===== src/pmc_pkg.sv =====
// constants, field positions and state types of the point-of-load config registers
package pmc_pkg;

  // ------------------------------------------------------------
  // command codes
  // ------------------------------------------------------------
  localparam logic [7:0] CMD_EXT_TEMP_GAIN = 8'hd9;
  localparam logic [7:0] CMD_EXT_TEMP_BIAS = 8'hda;
  localparam logic [7:0] CMD_OUT_CEILING = 8'hdb;
  localparam logic [7:0] CMD_SENSE_COEF = 8'hdc;
  localparam logic [7:0] CMD_GAP_TIMES = 8'hdd;
  localparam logic [7:0] CMD_GAP_SETUP = 8'hde;
  localparam logic [7:0] CMD_RAIL_ORDER = 8'he0;

  // ------------------------------------------------------------
  // field positions
  // ------------------------------------------------------------
  localparam int GAP_W = 8;
  localparam int GAP_HL_LSB = 8;
  localparam int GAP_LH_LSB = 0;
  localparam int MIN_W = 7;
  localparam int MIN_HL_LSB = 8;
  localparam int MIN_LH_LSB = 0;
  localparam int FREEZE_HL_BIT = 15;
  localparam int FREEZE_LH_BIT = 7;
  localparam int RAIL_ID_W = 5;
  localparam int RAIL_PRE_ID_LSB = 8;
  localparam int RAIL_SEQ_ID_LSB = 0;
  localparam int RAIL_PRE_EN_BIT = 15;
  localparam int RAIL_SEQ_EN_BIT = 7;

  // ------------------------------------------------------------
  // reset values and sizes
  // ------------------------------------------------------------
  localparam logic [7:0] GAP_MAX_DEFAULT_NS = 8'h3c;
  localparam logic [15:0] WORD_RESET = 16'h0000;
  localparam logic [7:0] BYTE_RESET = 8'h00;
  localparam logic [7:0] READ_PAD = 8'hff;
  localparam logic [1:0] LEN_NONE = 2'h0;
  localparam logic [1:0] LEN_BYTE = 2'h1;
  localparam logic [1:0] LEN_WORD = 2'h2;
  localparam logic [1:0] STRAP_SETTLE = 2'h3;
  localparam logic [6:0] DEV_ADDR_DEFAULT = 7'h20;

  // ------------------------------------------------------------
  // serial engine states
  // ------------------------------------------------------------
  typedef enum logic [2:0] {
    PMC_IDLE = 3'b000,
    PMC_RX = 3'b001,
    PMC_ACK = 3'b010,
    PMC_TX = 3'b011,
    PMC_MACK = 3'b100
  } pmc_state_e;

  typedef enum logic [1:0] {
    PMC_PH_ADDR = 2'b00,
    PMC_PH_CMD = 2'b01,
    PMC_PH_DATA = 2'b10
  } pmc_phase_e;

endpackage : pmc_pkg


===== src/pmc_gap_resolve.sv =====
// one switching edge: picks the applied dead time from mode, limits and request
`timescale 1ns/10ps
module pmc_gap_resolve (
  input wire logic [7:0] gap_ns_i,
  input wire logic [6:0] min_code_i,
  input wire logic [7:0] max_ns_i,
  input wire logic freeze_i,
  input wire logic [7:0] adapt_ns_i,
  output logic [7:0] applied_ns_o
);

  logic signed [7:0] min_ns;

  // min code counts 2 ns steps, signed
  assign min_ns = $signed({min_code_i, 1'b0});

  // frozen edge runs on the stored word, else clamp the request
  always_comb
  begin
    applied_ns_o = adapt_ns_i;
    if (freeze_i)
    begin
      applied_ns_o = gap_ns_i;
    end
    else if ($signed(adapt_ns_i) < min_ns)
    begin
      applied_ns_o = min_ns;
    end
    else if ($signed(adapt_ns_i) > $signed(max_ns_i))
    begin
      applied_ns_o = max_ns_i;
    end
  end

endmodule : pmc_gap_resolve


===== src/pmc_cfg_regs.sv =====
// serial-bus config command registers with dead-time and rail-order outputs
//
// What this block does
// - second temperature gain and bias words are only stored and read back
// - gain and bias stored, no functional effect
// - gain, bias kept as raw linear words
// - ceiling is read-only strapped word
// - coefficient byte is read/write unsigned
// - upper gap byte is signed high-to-low
// - lower gap byte is signed low-to-high
// - adaptive maximum defaults to sixty ns
// - gap then setup write sets new maximum
// - adaptive off uses the stored gap word
// - setup bits 14:8 limit high-to-low minimum
// - setup bits 6:0 limit low-to-high minimum
// - setup bit 15 freezes high-to-low edge
// - setup bit 7 freezes low-to-high edge
// - rail bits 12:8 name preceding rail
// - rail bits 4:0 name following rail
// - rail bit 15 enables preceding link
// - rail bit 7 enables following link
`timescale 1ns/10ps
module pmc_cfg_regs #(
  parameter logic [6:0] DEV_ADDR = pmc_pkg::DEV_ADDR_DEFAULT
) (
  input wire logic clk_i,
  input wire logic rst_n_i,
  input wire logic ce_i,
  input wire logic scl_i,
  input wire logic sda_i,
  output logic sda_o,
  output logic sda_oe_o,
  input wire logic [15:0] strap_vout_max_i,
  input wire logic [7:0] adapt_hl_ns_i,
  input wire logic [7:0] adapt_lh_ns_i,
  output logic [7:0] dt_hl_ns_o,
  output logic [7:0] dt_lh_ns_o,
  output logic dt_hl_frozen_o,
  output logic dt_lh_frozen_o,
  output logic [7:0] sense_temp_coef_o,
  output logic prequel_en_o,
  output logic [4:0] prequel_id_o,
  output logic sequel_en_o,
  output logic [4:0] sequel_id_o
);

  // ------------------------------------------------------------
  // declarations
  // ------------------------------------------------------------
  logic [1:0] rst_sync_r;
  logic rst_n;
  logic [1:0] pin_s1_r;
  logic [1:0] pin_s2_r;
  logic [1:0] pin_d_r;
  logic scl_rise;
  logic scl_fall;
  logic start_det;
  logic stop_det;
  pmc_pkg::pmc_state_e state_r;
  pmc_pkg::pmc_phase_e phase_r;
  logic [3:0] bit_cnt_r;
  logic [7:0] shreg_r;
  logic rd_mode_r;
  logic cmd_have_r;
  logic [7:0] cmd_r;
  logic [1:0] byte_idx_r;
  logic [15:0] wbuf_r;
  logic sda_drive_r;
  logic ack_now;
  logic [15:0] rd_word;
  logic [7:0] tx_byte;
  logic [2:0] bit_sel;
  logic wr_commit;
  logic gap_pending_r;
  logic [1:0] strap_cnt_r;
  logic [15:0] strap_s1_r;
  logic [15:0] strap_s2_r;
  logic [15:0] ext_temp_gain_r;
  logic [15:0] ext_temp_bias_r;
  logic [15:0] strapped_output_ceiling_r;
  logic [7:0] sense_temp_coefficient_r;
  logic [15:0] switch_gap_times_r;
  logic [15:0] switch_gap_setup_r;
  logic [15:0] rail_order_links_r;
  logic [1:0][7:0] gap_max_r;
  logic [1:0][7:0] adapt_ns;
  logic [1:0][7:0] applied_nxt;
  logic [1:0][7:0] applied_r;

  // ------------------------------------------------------------
  // command decode
  // ------------------------------------------------------------
  function automatic logic [1:0] cmd_len(input logic [7:0] c);
    case (c)
      pmc_pkg::CMD_SENSE_COEF: cmd_len = pmc_pkg::LEN_BYTE;
      pmc_pkg::CMD_EXT_TEMP_GAIN,
      pmc_pkg::CMD_EXT_TEMP_BIAS,
      pmc_pkg::CMD_OUT_CEILING,
      pmc_pkg::CMD_GAP_TIMES,
      pmc_pkg::CMD_GAP_SETUP,
      pmc_pkg::CMD_RAIL_ORDER: cmd_len = pmc_pkg::LEN_WORD;
      default: cmd_len = pmc_pkg::LEN_NONE;
    endcase
  endfunction : cmd_len

  function automatic logic cmd_writable(input logic [7:0] c);
    cmd_writable = (cmd_len(c) != pmc_pkg::LEN_NONE) && (c != pmc_pkg::CMD_OUT_CEILING);
  endfunction : cmd_writable

  // ------------------------------------------------------------
  // reset release and pin synchronisers
  // ------------------------------------------------------------
  always_ff @(posedge clk_i or negedge rst_n_i)
  begin
    if (!rst_n_i)
      rst_sync_r <= 2'h0;
    else
      rst_sync_r <= {rst_sync_r[0], 1'b1};
  end
  assign rst_n = rst_sync_r[1];

  // two stages then a delay copy for edges
  always_ff @(posedge clk_i or negedge rst_n)
  begin
    if (!rst_n)
    begin
      pin_s1_r <= 2'h3;
      pin_s2_r <= 2'h3;
      pin_d_r <= 2'h3;
    end
    else if (ce_i)
    begin
      pin_s1_r <= {scl_i, sda_i};
      pin_s2_r <= pin_s1_r;
      pin_d_r <= pin_s2_r;
    end
  end

  assign scl_rise = pin_s2_r[1] & ~pin_d_r[1];
  assign scl_fall = ~pin_s2_r[1] & pin_d_r[1];
  assign start_det = pin_s2_r[1] & pin_d_r[1] & pin_d_r[0] & ~pin_s2_r[0];
  assign stop_det = pin_s2_r[1] & pin_d_r[1] & ~pin_d_r[0] & pin_s2_r[0];

  // ------------------------------------------------------------
  // serial engine
  // ------------------------------------------------------------
  // acknowledge decision at the end of a received byte
  always_comb
  begin
    ack_now = 1'b0;
    case (phase_r)
      pmc_pkg::PMC_PH_ADDR:
        ack_now = (shreg_r[7:1] == DEV_ADDR) &&
                  (!shreg_r[0] || (cmd_have_r && cmd_len(cmd_r) != pmc_pkg::LEN_NONE));
      pmc_pkg::PMC_PH_CMD:
        ack_now = cmd_len(shreg_r) != pmc_pkg::LEN_NONE;
      pmc_pkg::PMC_PH_DATA:
        ack_now = cmd_writable(cmd_r) && (byte_idx_r < cmd_len(cmd_r));
      default:
        ack_now = 1'b0;
    endcase
  end

  // read word select, low byte goes out first
  always_comb
  begin
    case (cmd_r)
      pmc_pkg::CMD_EXT_TEMP_GAIN: rd_word = ext_temp_gain_r;
      pmc_pkg::CMD_EXT_TEMP_BIAS: rd_word = ext_temp_bias_r;
      pmc_pkg::CMD_OUT_CEILING: rd_word = strapped_output_ceiling_r;
      pmc_pkg::CMD_SENSE_COEF: rd_word = {pmc_pkg::READ_PAD, sense_temp_coefficient_r};
      pmc_pkg::CMD_GAP_TIMES: rd_word = switch_gap_times_r;
      pmc_pkg::CMD_GAP_SETUP: rd_word = switch_gap_setup_r;
      pmc_pkg::CMD_RAIL_ORDER: rd_word = rail_order_links_r;
      default: rd_word = {pmc_pkg::READ_PAD, pmc_pkg::READ_PAD};
    endcase
  end
  assign tx_byte = (byte_idx_r == 2'h0) ? rd_word[7:0] :
                   (byte_idx_r == 2'h1) ? rd_word[15:8] : pmc_pkg::READ_PAD;
  assign bit_sel = 3'h7 - bit_cnt_r[2:0];

  // byte framing, acknowledge and bit transmit
  always_ff @(posedge clk_i or negedge rst_n)
  begin
    if (!rst_n)
    begin
      state_r <= pmc_pkg::PMC_IDLE;
      phase_r <= pmc_pkg::PMC_PH_ADDR;
      bit_cnt_r <= 4'h0;
      shreg_r <= 8'h00;
      rd_mode_r <= 1'b0;
      cmd_have_r <= 1'b0;
      cmd_r <= 8'h00;
      byte_idx_r <= 2'h0;
      wbuf_r <= 16'h0000;
      sda_drive_r <= 1'b0;
    end
    else if (ce_i)
    begin
      if (stop_det)
      begin
        state_r <= pmc_pkg::PMC_IDLE;
        phase_r <= pmc_pkg::PMC_PH_ADDR;
        cmd_have_r <= 1'b0;
        rd_mode_r <= 1'b0;
        sda_drive_r <= 1'b0;
      end
      else if (start_det)
      begin
        state_r <= pmc_pkg::PMC_RX; // repeated start keeps the command
        phase_r <= pmc_pkg::PMC_PH_ADDR;
        bit_cnt_r <= 4'h0;
        rd_mode_r <= 1'b0;
        sda_drive_r <= 1'b0;
      end
      else
      begin
        case (state_r)
          pmc_pkg::PMC_IDLE:
            sda_drive_r <= 1'b0;
          pmc_pkg::PMC_RX:
            if (scl_rise && bit_cnt_r != 4'h8)
            begin
              shreg_r <= {shreg_r[6:0], pin_s2_r[0]};
              bit_cnt_r <= bit_cnt_r + 4'h1;
            end
            else if (scl_fall && bit_cnt_r == 4'h8)
            begin
              sda_drive_r <= ack_now;
              state_r <= ack_now ? pmc_pkg::PMC_ACK : pmc_pkg::PMC_IDLE;
              if (ack_now)
              begin
                case (phase_r)
                  pmc_pkg::PMC_PH_ADDR:
                  begin
                    rd_mode_r <= shreg_r[0];
                    byte_idx_r <= 2'h0;
                    phase_r <= pmc_pkg::PMC_PH_CMD;
                  end
                  pmc_pkg::PMC_PH_CMD:
                  begin
                    cmd_r <= shreg_r;
                    cmd_have_r <= 1'b1;
                    byte_idx_r <= 2'h0;
                    phase_r <= pmc_pkg::PMC_PH_DATA;
                  end
                  default:
                  begin
                    if (byte_idx_r == 2'h0)
                      wbuf_r[7:0] <= shreg_r;
                    else
                      wbuf_r[15:8] <= shreg_r;
                    byte_idx_r <= byte_idx_r + 2'h1;
                  end
                endcase
              end
            end
          pmc_pkg::PMC_ACK:
            if (scl_fall)
            begin
              bit_cnt_r <= rd_mode_r ? 4'h1 : 4'h0;
              sda_drive_r <= rd_mode_r & ~tx_byte[7];
              state_r <= rd_mode_r ? pmc_pkg::PMC_TX : pmc_pkg::PMC_RX;
            end
          pmc_pkg::PMC_TX:
            if (scl_fall)
            begin
              if (bit_cnt_r == 4'h8)
              begin
                sda_drive_r <= 1'b0;
                state_r <= pmc_pkg::PMC_MACK;
              end
              else
              begin
                sda_drive_r <= ~tx_byte[bit_sel];
                bit_cnt_r <= bit_cnt_r + 4'h1;
              end
            end
          pmc_pkg::PMC_MACK:
            if (scl_rise)
            begin
              state_r <= pin_s2_r[0] ? pmc_pkg::PMC_IDLE : pmc_pkg::PMC_ACK;
              byte_idx_r <= byte_idx_r + 2'h1;
            end
          default:
            state_r <= pmc_pkg::PMC_IDLE;
        endcase
      end
    end
  end

  // a write takes effect at stop once the full length arrived
  assign wr_commit = ce_i && stop_det && phase_r == pmc_pkg::PMC_PH_DATA && !rd_mode_r &&
                     cmd_writable(cmd_r) && byte_idx_r == cmd_len(cmd_r);

  // ------------------------------------------------------------
  // strap capture
  // ------------------------------------------------------------
  always_ff @(posedge clk_i or negedge rst_n)
  begin
    if (!rst_n)
    begin
      strap_s1_r <= pmc_pkg::WORD_RESET;
      strap_s2_r <= pmc_pkg::WORD_RESET;
      strap_cnt_r <= 2'h0;
      strapped_output_ceiling_r <= pmc_pkg::WORD_RESET;
    end
    else if (ce_i)
    begin
      strap_s1_r <= strap_vout_max_i;
      strap_s2_r <= strap_s1_r;
      if (strap_cnt_r != pmc_pkg::STRAP_SETTLE)
      begin
        strap_cnt_r <= strap_cnt_r + 2'h1;
        strapped_output_ceiling_r <= strap_s2_r;
      end
    end
  end

  // ------------------------------------------------------------
  // register bank
  // ------------------------------------------------------------
  // gain and bias are raw linear words, read back only
  always_ff @(posedge clk_i or negedge rst_n)
  begin
    if (!rst_n)
    begin
      ext_temp_gain_r <= pmc_pkg::WORD_RESET;
      ext_temp_bias_r <= pmc_pkg::WORD_RESET;
      sense_temp_coefficient_r <= pmc_pkg::BYTE_RESET;
      switch_gap_times_r <= pmc_pkg::WORD_RESET;
      switch_gap_setup_r <= pmc_pkg::WORD_RESET;
      rail_order_links_r <= pmc_pkg::WORD_RESET;
    end
    else if (wr_commit)
    begin
      case (cmd_r)
        pmc_pkg::CMD_EXT_TEMP_GAIN: ext_temp_gain_r <= wbuf_r;
        pmc_pkg::CMD_EXT_TEMP_BIAS: ext_temp_bias_r <= wbuf_r;
        pmc_pkg::CMD_SENSE_COEF: sense_temp_coefficient_r <= wbuf_r[7:0];
        pmc_pkg::CMD_GAP_TIMES: switch_gap_times_r <= wbuf_r;
        pmc_pkg::CMD_GAP_SETUP: switch_gap_setup_r <= wbuf_r;
        pmc_pkg::CMD_RAIL_ORDER: rail_order_links_r <= wbuf_r;
        default: ext_temp_gain_r <= ext_temp_gain_r;
      endcase
    end
  end

  // remembers a gap write as the last completed command
  always_ff @(posedge clk_i or negedge rst_n)
  begin
    if (!rst_n)
      gap_pending_r <= 1'b0;
    else if (ce_i && stop_det && cmd_have_r)
      gap_pending_r <= wr_commit && cmd_r == pmc_pkg::CMD_GAP_TIMES;
  end

  // adaptive ceiling per edge
  always_ff @(posedge clk_i or negedge rst_n)
  begin
    if (!rst_n)
      gap_max_r <= {pmc_pkg::GAP_MAX_DEFAULT_NS, pmc_pkg::GAP_MAX_DEFAULT_NS};
    else if (wr_commit && cmd_r == pmc_pkg::CMD_GAP_SETUP && gap_pending_r)
      gap_max_r <= switch_gap_times_r;
  end

  // ------------------------------------------------------------
  // dead-time resolve, index 1 high-to-low, 0 low-to-high
  // ------------------------------------------------------------
  assign adapt_ns = {adapt_hl_ns_i, adapt_lh_ns_i};

  for (genvar g = 0; g < 2; g++)
  begin : g_edge
    localparam int GAP_LSB = (g == 1) ? pmc_pkg::GAP_HL_LSB : pmc_pkg::GAP_LH_LSB;
    localparam int MIN_LSB = (g == 1) ? pmc_pkg::MIN_HL_LSB : pmc_pkg::MIN_LH_LSB;
    localparam int FRZ_BIT = (g == 1) ? pmc_pkg::FREEZE_HL_BIT : pmc_pkg::FREEZE_LH_BIT;
    pmc_gap_resolve u_resolve (
      .gap_ns_i(switch_gap_times_r[GAP_LSB +: pmc_pkg::GAP_W]),
      .min_code_i(switch_gap_setup_r[MIN_LSB +: pmc_pkg::MIN_W]),
      .max_ns_i(gap_max_r[g]),
      .freeze_i(switch_gap_setup_r[FRZ_BIT]),
      .adapt_ns_i(adapt_ns[g]),
      .applied_ns_o(applied_nxt[g])
    );
  end

  always_ff @(posedge clk_i or negedge rst_n)
  begin
    if (!rst_n)
      applied_r <= {pmc_pkg::BYTE_RESET, pmc_pkg::BYTE_RESET};
    else if (ce_i)
      applied_r <= applied_nxt;
  end

  // ------------------------------------------------------------
  // outputs
  // ------------------------------------------------------------
  assign sda_o = 1'b0; // open drain, only ever pulls low
  assign sda_oe_o = sda_drive_r;
  assign dt_hl_ns_o = applied_r[1];
  assign dt_lh_ns_o = applied_r[0];
  assign dt_hl_frozen_o = switch_gap_setup_r[pmc_pkg::FREEZE_HL_BIT];
  assign dt_lh_frozen_o = switch_gap_setup_r[pmc_pkg::FREEZE_LH_BIT];
  assign sense_temp_coef_o = sense_temp_coefficient_r;
  assign prequel_en_o = rail_order_links_r[pmc_pkg::RAIL_PRE_EN_BIT];
  assign prequel_id_o = rail_order_links_r[pmc_pkg::RAIL_PRE_ID_LSB +: pmc_pkg::RAIL_ID_W];
  assign sequel_en_o = rail_order_links_r[pmc_pkg::RAIL_SEQ_EN_BIT];
  assign sequel_id_o = rail_order_links_r[pmc_pkg::RAIL_SEQ_ID_LSB +: pmc_pkg::RAIL_ID_W];
endmodule : pmc_cfg_regs


===== config.mk =====
export PLATFORM = sky130hd
export DESIGN_NAME = pmc_cfg_regs
export DESIGN_NICKNAME = d
export VERILOG_FILES = /design/src/pmc_pkg.sv /design/src/pmc_gap_resolve.sv /design/src/pmc_cfg_regs.sv
export SDC_FILE = /design/constraint.sdc
export NUM_CORES = 1
export LEC_CHECK = 0
export BUFFER_PORTS_ARGS = -buffer_cell sky130_fd_sc_hd__buf_2
export CELL_PAD_IN_SITES_DETAIL_PLACEMENT = 1
export CELL_PAD_IN_SITES_GLOBAL_PLACEMENT = 1
export CORE_MARGIN = 4
export CORE_UTILIZATION = 28
export CTS_CLUSTER_DIAMETER = 200
export DETAILED_ROUTE_END_ITERATION = 8
export GPL_ROUTABILITY_DRIVEN = 1
export PLACE_DENSITY = 0.56
export SLEW_MARGIN = 20
export SYNTH_ARGS = -nofsm -noshare
export SYNTH_HDL_FRONTEND = slang
export SYNTH_SLANG_ARGS = --single-unit
export TNS_END_PERCENT = 5

===== constraint.sdc =====
create_clock -name clk_i -period 6.4 [get_ports clk_i]
set_input_delay 0.64 -clock clk_i [delete_from_list [all_inputs] [get_ports clk_i]]
set_output_delay 0.64 -clock clk_i [all_outputs]
set_load 0.01 [all_outputs]

==> impl_metrics.py <==
metrics = {
    "job": {
        "drv_cap": 0,
    },
    "power_and_ir_drop": {
        "power.density_nw_per_um2": 277,
        "p_comb_share_pct": 10.0,
        "pwr-share-clk_pct": 43.3,
        "seq_power_share_pct": 46.7,
        "p_int_w": 0.00266,
        "leakage_nw": 5.80,
        "p_sw_share_pct": 25.8,
        "power.net_switching_w": 0.000925,
        "irDropWorstVdd_mv": 0.186,
    },
    "cts": {
        "numCtsBuffers": 27,
        "ctsResizeCount": 0,
        "clkTransAtPathRegs_ps": 60,
        "cts_tree": "done",
        "cts_max_level": 1,
        "clock_sinks": 225,
        "cts_setup_buffers": 0,
        "insertion_delay_ps": 530,
        "cts-root-buf": "clkbuf_16",
        "cts_buffer_depth": 3,
    },
    "status": {
        "status": "finished, final reports clean",
    },
    "floorplanning": {
        "io_pins": 77,
        "rows": 72,
        "core_um2": 39100,
        "die_y_um": 208,
        "die_area_um2": 43200,
        "dieWidth_um": 208,
        "start_util_pct": 28.6,
    },
    "routing": {
        "drtIter0Drc": 430,
        "drc_errors": 0,
        "drtAntennaViolNets": 0,
        "drtPass1Iterations": 5,
        "vias": 7721,
        "viasPerCell": 5.03,
        "wl_per_cell_um": 21.1,
        "wl_um": 32500,
    },
    "sta": {
        "worst_pin_slew_ps": 1060,
        "finalCriticalPeriod_ps": 3980,
        "whs_ps": 345,
        "setup_viol": 0,
        "maxSlewViolCount": 0,
        "fin_worst_skew_ps": 7.11,
        "slew_headroom_pct": 29.4,
        "max_freq_mhz": 251,
        "fin_setup_tns_ps": 0,
        "hold_viol": 0,
        "rsz0062_at_grt": "false",
        "finalCritPeriodShare_pct": 62.1,
        "worst_slack_ps": 2420,
    },
    "logic_synthesis": {
        "synth_nets": 1007,
        "syn-mean-instance-area_um2": 12.0,
        "ys.warnings.count": 0,
        "postSynth.asyncResetShare_pct": 100,
        "synth_edf_count": 0,
        "ys_ff_latch": 225,
        "synth.cell_area_um2": 11200,
        "synthCells": 935,
        "ys_types": 77,
        "synth-main-ff-cell": "dfrtp_1",
        "synth-seq-area-share_pct": 50.5,
    },
    "grt": {
        "grt_pass1_wl_um": 51300,
        "grt_pass1_vias": 8183,
        "grt_max_degree": 76,
        "grt_use_total_pct": 14.8,
        "overflow": 0,
        "antenna_found_initial": 0,
    },
    "final_layout": {
        "diodes": 0,
        "area_growth_syn_to_layout_pct": 15.5,
        "nets": 1070,
        "fill_cells": 4294,
        "design_area_um2": 12900,
        "drive_above_1_share_pct": 34.4,
    },
    "worst_setup_path": {
        "cp.arrival_ps": 4390,
        "cp_cell_sequence": "nand3b_1 > o22ai_2 > a21oi_1 > ha_1 > nand4b_1 > or3_1 > nor3_4 > mux2_2",
        "slowest_delay_ps": 870,
        "cp-end-kind": "flop",
        "cpMaxStageDelayCell": "nor3_4",
        "crit_type": "reg -> reg",
        "start_kind": "flop",
        "path_max_fanout": 19,
        "crit_required_ps": 6810,
    },
    "place": {
        "placed_cell_area_um2": 12000,
        "gp_congestion": 0.809,
        "portBuffers": 75,
        "hpwlAfterDp_um": 23600,
        "place_ws_ps": 2420,
    },
    "min_path": {
        "min_path_type": "in -> reg",
    },
}
==> cells in the final DEF, fill, tap and decap left out, drive strengths merged, types with 4 or more instances in the layout <==
cell type    n
a2111oi      4
a21o         4
a21oi       23
a221oi       6
a22oi       32
buf         89
clkbuf      41
clkinv       7
dfrtp      211
dfstp       14
ha          35
inv         42
mux2       182
mux2i       27
nand2       60
nand2b       7
nand3       18
nand3b       5
nand4        5
nand4b       4
nor2        37
nor2b       14
nor3        14
nor4         8
o21ai       40
o221ai      16
o22ai        4
or3          4
or4          4
==> power groups by stage <==
stage          clock, W  combinational [W]  sequential (W)
6_report        0.00155           0.000359         0.00167
3_3_place_gp          0           0.000353         0.00170
5_1_grt         0.00167           0.000409         0.00169
2_1_floorplan         0           0.000250         0.00164
3_5_place_dp          0           0.000364         0.00170
4_1_cts         0.00160           0.000367         0.00167
==> final timing paths <==
check / cells after the start / slack, ps / endpoint / from
setup / recovery: 8 / 2420 / switch_gap_times_r[0] / cmd_r[5]
hold / removal: 2 / 340 / strap_s1_r[0] / strap_vout_max_i[0]
setup reg to reg: 8 / 2420 / switch_gap_times_r[0] / cmd_r[5]
hold reg to reg: 0 / 350 / rst_sync_r[1] / rst_sync_r[0]
max in group asynchronous: 1 / 4370 / wbuf_r[0] / rst_sync_r[1]
min in group asynchronous: 2 / 430 / rst_sync_r[1] / rst_n_i
==> layer usage <==
metal | GRT usage [%] | vias up | share of wire (%)
li1 | - | 3565 | -
met1 | 21.4 | 4003 | 49
met2 | 24.2 | 123 | 47
met3 | 2.04 | 30 | 3.2
met4 | 2.63 | 0 | 1.4
met5 | 0 | - | 0
==> cell type report <==
type / count / area (µm²) / area share, %
Timing Repair Buffer: 90 / 490 / 3.80
Clock inverter: 8 / 93.8 / 0.726
Tap cell: 518 / 648 / 5.02
Sequential cell: 225 / 5650 / 43.7
Clock buffer: 41 / 808 / 6.26
Multi-Input combinational cell: 611 / 5070 / 39.2
Inverter: 43 / 161 / 1.25
==> critical path: cells and delay by family (launching register included) <==
family	cells	cell delay (ps)
flops	1	390
compound gates	2	570
fa+ha+maj	1	290
mux	1	420
simple gates	4	2170
==> timing repair <==
action                                  CTS  global route
hold buffers                              1             0
endpoints found under the setup margin    0             0
hold endpoints to repair                  2             0
==> cells in the mapped netlist (4+ instances only) <==
library cell | n | area [µm²]
a2111oi_0 | 4 | 35.0
a21o_1 | 4 | 30.0
a21oi_1 | 23 | 115
a221oi_1 | 6 | 52.6
a22oi_1 | 32 | 240
buf_1 | 5 | 18.8
buf_2 | 8 | 40.0
buf_4 | 13 | 97.6
buf_6 | 6 | 67.6
clkbuf_1 | 22 | 82.6
dfrtp_1 | 211 | 5280
dfstp_2 | 14 | 368
ha_1 | 35 | 438
inv_1 | 42 | 158
mux2_2 | 181 | 2040
mux2i_1 | 27 | 270
nand2_1 | 58 | 218
nand2b_1 | 7 | 43.8
nand3_1 | 18 | 90.1
nand3b_1 | 4 | 30.0
nand4_1 | 5 | 31.3
nand4b_1 | 4 | 35.0
nor2_1 | 37 | 139
nor2b_1 | 14 | 87.6
nor3_1 | 10 | 50.1
nor4_1 | 5 | 31.3
o21ai_0 | 39 | 195
o221ai_1 | 15 | 131
or3_1 | 4 | 25.0
or4_1 | 4 | 30.0
==> through the flow <==
stage                     cells  util (%)  total power, W
final                      1536      33.0         0.00358
after global routing       1536      33.0         0.00377
after CTS                  1536      33.0         0.00364
after detailed placement   1486      30.7         0.00206
after global placement     1486      30.7         0.00205
after floorplan             935         -         0.00189
==> cells by family (layout without fill, tap and decap cells) <==
| family | Yosys count | count (layout) | synth area share (%) |
|---|---|---|---|
| xor gates and xnor gates | 2 | 2 | 0.157 |
| buffers and inverters | 99 | 182 | 4.27 |
| DFF | 225 | 225 | 50.5 |
| AOI/OAI and AO/OA | 169 | 169 | 10.7 |
| muxes | 209 | 209 | 20.8 |
| and+or+nand+nor | 194 | 194 | 9.58 |
| adders and majority gates | 35 | 35 | 3.92 |
| other | 2 | 2 | 0.0672 |
==> sequential cells by signal, indices dropped and copies added, names as in the netlist, 3 cells and up <==
name / flops
ext_temp_bias_r: 16
dt_lh_ns_o: 8
switch_gap_setup_r: 16
state_r: 3
shreg_r: 8
gap_max_r: 16
wbuf_r: 16
ext_temp_gain_r: 16
strap_s2_r: 16
rail_order_links_r: 16
switch_gap_times_r: 16
dt_hl_ns_o: 8
strap_s1_r: 16
sense_temp_coef_o: 8
strapped_output_ceiling_r: 16
bit_cnt_r: 4
cmd_r: 8
No activity file was read; power rests on OpenSTA's default activity.
